<file path="src/logic/mrs_regs.vh">
// Constants shared by the Modbus RTU request checker and its output buffer
`ifndef MRS_REGS_VH
`define MRS_REGS_VH
// Function codes and exception answers
`define MRS_FC_READ 8'h03
`define MRS_FC_WRITE 8'h10
`define MRS_FC_ID 8'h11
`define MRS_EXC_NONE 8'h00
`define MRS_EXC_FUNC 8'h01
`define MRS_EXC_ADDR 8'h02
`define MRS_EXC_VALUE 8'h03
`define MRS_EXC_FLAG 8'h80
// Request limits
`define MRS_MAX_RD 16'h007d
`define MRS_MAX_WR 16'h0010
`define MRS_TOP_ADDR 17'h0ffff
// Node, rate and framing settings
`define MRS_ADDR_MIN 8'h01
`define MRS_ADDR_MAX 8'hf7
`define MRS_ADDR_DEF 8'h01
`define MRS_BAUD_DEF 3'h0
`define MRS_BAUD_LAST 3'h5
`define MRS_FRAME_DEF 2'h3
// Holding register numbers of mapped items
`define MRS_REG_UCODE 17'h00002
`define MRS_REG_SPARE 17'h00004
`define MRS_REG_FCODE 17'h00006
`define MRS_REG_CMD 17'h00008
`define MRS_REG_RO 17'h0000a
`define MRS_REG_USR 17'h00100
`define MRS_REG_FAC 17'h00200
`define MRS_USR_WORDS 17'h00008
`define MRS_FAC_WORDS 17'h00004
`define MRS_ITEM_WORDS 17'h00002
// Unlock code ranges
`define MRS_UCODE_MAX 32'h0000270f
`define MRS_FCODE_MAX 32'h05f5e0ff
// Item kinds
`define MRS_K_HOLE 3'h0
`define MRS_K_UCODE 3'h1
`define MRS_K_SPARE 3'h2
`define MRS_K_FCODE 3'h3
`define MRS_K_CMD 3'h4
`define MRS_K_RO 3'h5
`define MRS_K_USR 3'h6
`define MRS_K_FAC 3'h7
// Request byte positions
`define MRS_IDX_ADDR 9'h000
`define MRS_IDX_FC 9'h001
`define MRS_IDX_SHI 9'h002
`define MRS_IDX_SLO 9'h003
`define MRS_IDX_QHI 9'h004
`define MRS_IDX_QLO 9'h005
`define MRS_IDX_BC 9'h006
`define MRS_IDX_DATA 9'h007
`define MRS_IDX_SAT 9'h1ff
// Response lengths and identification answer (ident value is arbitrary)
`define MRS_LEN_EXC 9'h003
`define MRS_LEN_WR 9'h006
`define MRS_LEN_ID 9'h005
`define MRS_LEN_RDHDR 9'h003
`define MRS_ID_BYTES 8'h02
`define MRS_ID_CODE 8'h5a
`define MRS_RUN_ON 8'hff
// Output buffer shape
`define MRS_BUF_W 9
`define MRS_BUF_DEPTH 2'h2
`endif

</file>
<file path="src/logic/mrs_pair_buffer.v">
// Two-entry valid/ready buffer on the response byte path
`timescale 1ns/1ns
module mrs_pair_buffer (
	clk,
	rst,
	in_data,
	in_valid,
	in_ready,
	out_data,
	out_valid,
	out_ready
);
`include "mrs_regs.vh"
	input wire clk;
	input wire rst;
	input wire [`MRS_BUF_W-1:0] in_data;
	input wire in_valid;
	output wire in_ready;
	output wire [`MRS_BUF_W-1:0] out_data;
	output wire out_valid;
	input wire out_ready;

	reg [`MRS_BUF_W-1:0] slot_reg [0:1];
	reg wptr_reg;
	reg rptr_reg;
	reg [1:0] count_reg;
	wire push;
	wire pop;

	// Full and empty come straight from the fill count
	assign in_ready = (count_reg != `MRS_BUF_DEPTH);
	assign out_valid = (count_reg != 2'h0);
	assign out_data = slot_reg[rptr_reg];
	assign push = in_valid & in_ready;
	assign pop = out_valid & out_ready;

	// ----------------------------------------
	// Storage and pointers
	// ----------------------------------------
	// A stalled receiver lets both slots fill, which then holds off the source
	always @(posedge clk or posedge rst)
	begin
		if (rst)
		begin
			wptr_reg <= 1'b0;
			rptr_reg <= 1'b0;
			count_reg <= 2'h0;
			slot_reg[0] <= {`MRS_BUF_W{1'b0}};
			slot_reg[1] <= {`MRS_BUF_W{1'b0}};
		end
		else
		begin
			if (push)
			begin
				slot_reg[wptr_reg] <= in_data;
				wptr_reg <= ~wptr_reg;
			end
			if (pop)
				rptr_reg <= ~rptr_reg;
			if (push & ~pop)
				count_reg <= count_reg + 2'h1;
			else if (pop & ~push)
				count_reg <= count_reg - 2'h1;
		end
	end
endmodule

</file>
<file path="config.mk">
export PLATFORM = sky130hd
export DESIGN_NAME = mrs_pair_buffer
export DESIGN_NICKNAME = d
export VERILOG_FILES = /design/src/logic/mrs_pair_buffer.v
export VERILOG_INCLUDE_DIRS = /design/src /design/src/logic
export SDC_FILE = /design/constraint.sdc
export NUM_CORES = 1
export LEC_CHECK = 0
export BUFFER_PORTS_ARGS = -buffer_cell sky130_fd_sc_hd__buf_2
export CORE_UTILIZATION = 50
export CTS_BUF_LIST = sky130_fd_sc_hd__clkbuf_4
export CTS_CLUSTER_SIZE = 20
export DETAILED_ROUTE_END_ITERATION = 10
export PLACE_DENSITY_LB_ADDON = 0.15
export SYNTH_ARGS = -nofsm -noshare
export SYNTH_HDL_FRONTEND = slang
export SYNTH_SLANG_ARGS = --single-unit
</file>
<file path="constraint.sdc">
create_clock -name clk -period 3.5 [get_ports clk]
set_input_delay 0.35 -clock clk [delete_from_list [all_inputs] [get_ports clk]]
set_output_delay 0.35 -clock clk [all_outputs]
set_load 0.005 [all_outputs]
</file>
==> metrics.yaml <==
layout:
  multi_input_area_um2: 450.4
  fin_cells: 115
  layout_commonest_cell: "buf_2"
  largest_reg_flops: 18
  drive_gt1_share_pct: 63.33
  layout-area-overhead-vs-synth_pct: 15.32
  fin_util_pct: 64.67
  fill_cells: 139
  antenna_cells: 0
  most-common-layout-cells: "buf_2 (23), dfrtp_1 (22), mux2_2 (18)"
  seqCellArea_um2: 550.5
  nNetsFinal: 105
worst_setup_path:
  critPathLaunchType: "register"
  arrival_ns: 1.47
  worst_ep_required_time_ns: 3.15
  crit_start: "rptr_reg$_DFFE_PP0P_"
  path_class: "reg2out"
  endpoint_kind: "output port"
  r2r_cells: 6
  regToRegSetupSlack_ns: 2.04
  crit_fanout: 10
  r2r_start: "count_reg[0]$_DFFE_PP0P_"
  r2r-end: "count_reg[1]$_DFFE_PP0P_"
  endpoint: "out_data[1]"
drt:
  vias_per_cell: 5.043
  drc: 0
  ant_nets: 0
  firstDrtPassIters: 3
  routedWlPerCell_um: 13.85
  vias: 580
  drt-initial-drc-count: 4
  drt_wl_total_mm: 1.593
sta:
  max_slew_margin_pct: 45.96
  hold_ws_ns: 0.1796
  setup_viol: 0
  finalMaxSlewViolations: 0
  hold_viol: 0
  max_freq_mhz: 550.4
  fin_tns_setup_ns: 0
  fin_skew_ns: 0.003348
  rsz0062_at_grt: "false"
  period_share_pct: 51.91
  worst_slew_pin_slew_ns: 0.8097
  fin_crit_ns: 1.817
power:
  ir_worst_vdd_mv: 0.5941
  p_per_area_nw_per_um2: 936.3
  p_leak_nw: 0.5630
  power_mw: 1.102
clock_tree:
  cts_buffers: 3
  cts.sink_count: 22
  clockRootBuffer: "clkbuf_4"
  clk_latency_ns: 0.30
  cts-htree-levels: 1
  cts_hold_buf: 0
  cts_tree: "built"
  cts_resized: 0
  cts.clk_slew.worst_paths_ns: 0.12
  clockBufferDepth: 2
  post-cts-setup-buffers: 0
placement:
  dp_cells: 111
  io_buffer_count: 23
  dp_hpwl_mm: 1.121
  gp_congestion: 0.6820
synthesis:
  synth_top_cell_area_share_pct: 53.92
  syn_area_um2: 1021
  synthTopCellsByArea: "dfrtp_1 (54%), mux2_2 (20%), mux2_4 (13%), xor2_1 (2.6%), xnor2_1 (1.7%)"
  yosysSeqAreaShare_pct: 53.92
  yosysTopAreaCell: "dfrtp_1"
  ys_seq_elements: 22
  ys_warn_count: 0
  syn-num-nets: 79
  synth.distinct_cells: 16
  syn_inst: 65
  synth.avg_cell_area_um2: 15.71
floorplanning:
  core_area_um2: 1821
  dieArea_um2: 2227
  rows: 15
  start_util_pct: 56.08
  ios: 24
  dieHeight_um: 47.19
  die_w_um: 47.19
min_path:
  min_path_type: "in2async"
job:
  drv_cap: 0
global_routing:
  antenna_found_initial: 0
  grt_max_degree: 23
  grt_pass1_wl_mm: 2.408
  overflow: 0
  grt_pass1_vias: 553
  grt_use_total_pct: 16.18
outcome:
  status: "complete, no violations"
==> area by class of cell <==
class,count,area share [%]
flip-flops and latches,22,46.76
multi-input cells,40,38.26
repair buffers,23,9.777
well taps,25,2.657
clock buffers,3,1.913
clock inverters,1,0.3188
inverters,1,0.3188
==> worst min path at each step <==
stage / from / endpoint / slack [ns] / cells after the start
global route: rst / slot_reg[0]$_DFFE_PP0P_ / 0.26 / 2
finish: rst / slot_reg[4]$_DFFE_PP0P_ / 0.18 / 2
detailed placement: wptr_reg$_DFFE_PP0P_ / wptr_reg$_DFFE_PP0P_ / 0.48 / 1
floorplan: rst / count_reg[0]$_DFFE_PP0P_ / 0.34 / 1
global placement: wptr_reg$_DFFE_PP0P_ / wptr_reg$_DFFE_PP0P_ / 0.47 / 1
CTS: rst / slot_reg[17]$_DFFE_PP0P_ / 0.20 / 2
==> Yosys cell counts <==
cell type,count
or2_2,1
ha_1,1
mux2_4,9
nand2_1,1
buf_6,1
dfrtp_1,22
and3_4,1
inv_1,1
xnor2_1,2
nand2b_4,1
mux2_2,18
buf_2,1
nor2_1,1
nand3b_2,1
and2_1,1
xor2_1,3
==> kinds of logic after synthesis <==
logic type / count (synthesis) / synth area share [%]
mux: 27 / 33.09
fa+ha+maj: 1 / 1.225
buf+inv: 3 / 1.960
flops: 22 / 53.92
simple gates: 7 / 5.514
xor+xnor: 5 / 4.290
==> metrics by stage <==
stage,area [um^2],setup slack [ns]
2_1_floorplan,1021,2.087
3_3_place_gp,1151,2.012
3_5_place_dp,1151,2.020
4_1_cts,1177,1.657
5_1_grt,1177,1.627
6_report,1177,1.683
==> worst max-delay path, cell delays in order (launching register included) <==
cell and delay, ns:
dfrtp_1 0.65, mux2_2 0.39, buf_2 0.12
==> where the power goes <==
part	total, mW	internal [mW]	switching [mW]
Combinational	0.502	0.337	0.165
Sequential	0.484	0.387	0.0978
Clock	0.116	0.0416	0.0744
==> metal layers <==
layer / track usage (%) / up-vias / wire (um)
met5: 0 / - / 0
met4: 6.857 / 0 / 19
li1: - / 273 / -
met2: 25.83 / 14 / 764
met1: 21.45 / 291 / 748
met3: 3.462 / 2 / 62
(Power assumes the default switching activity.)
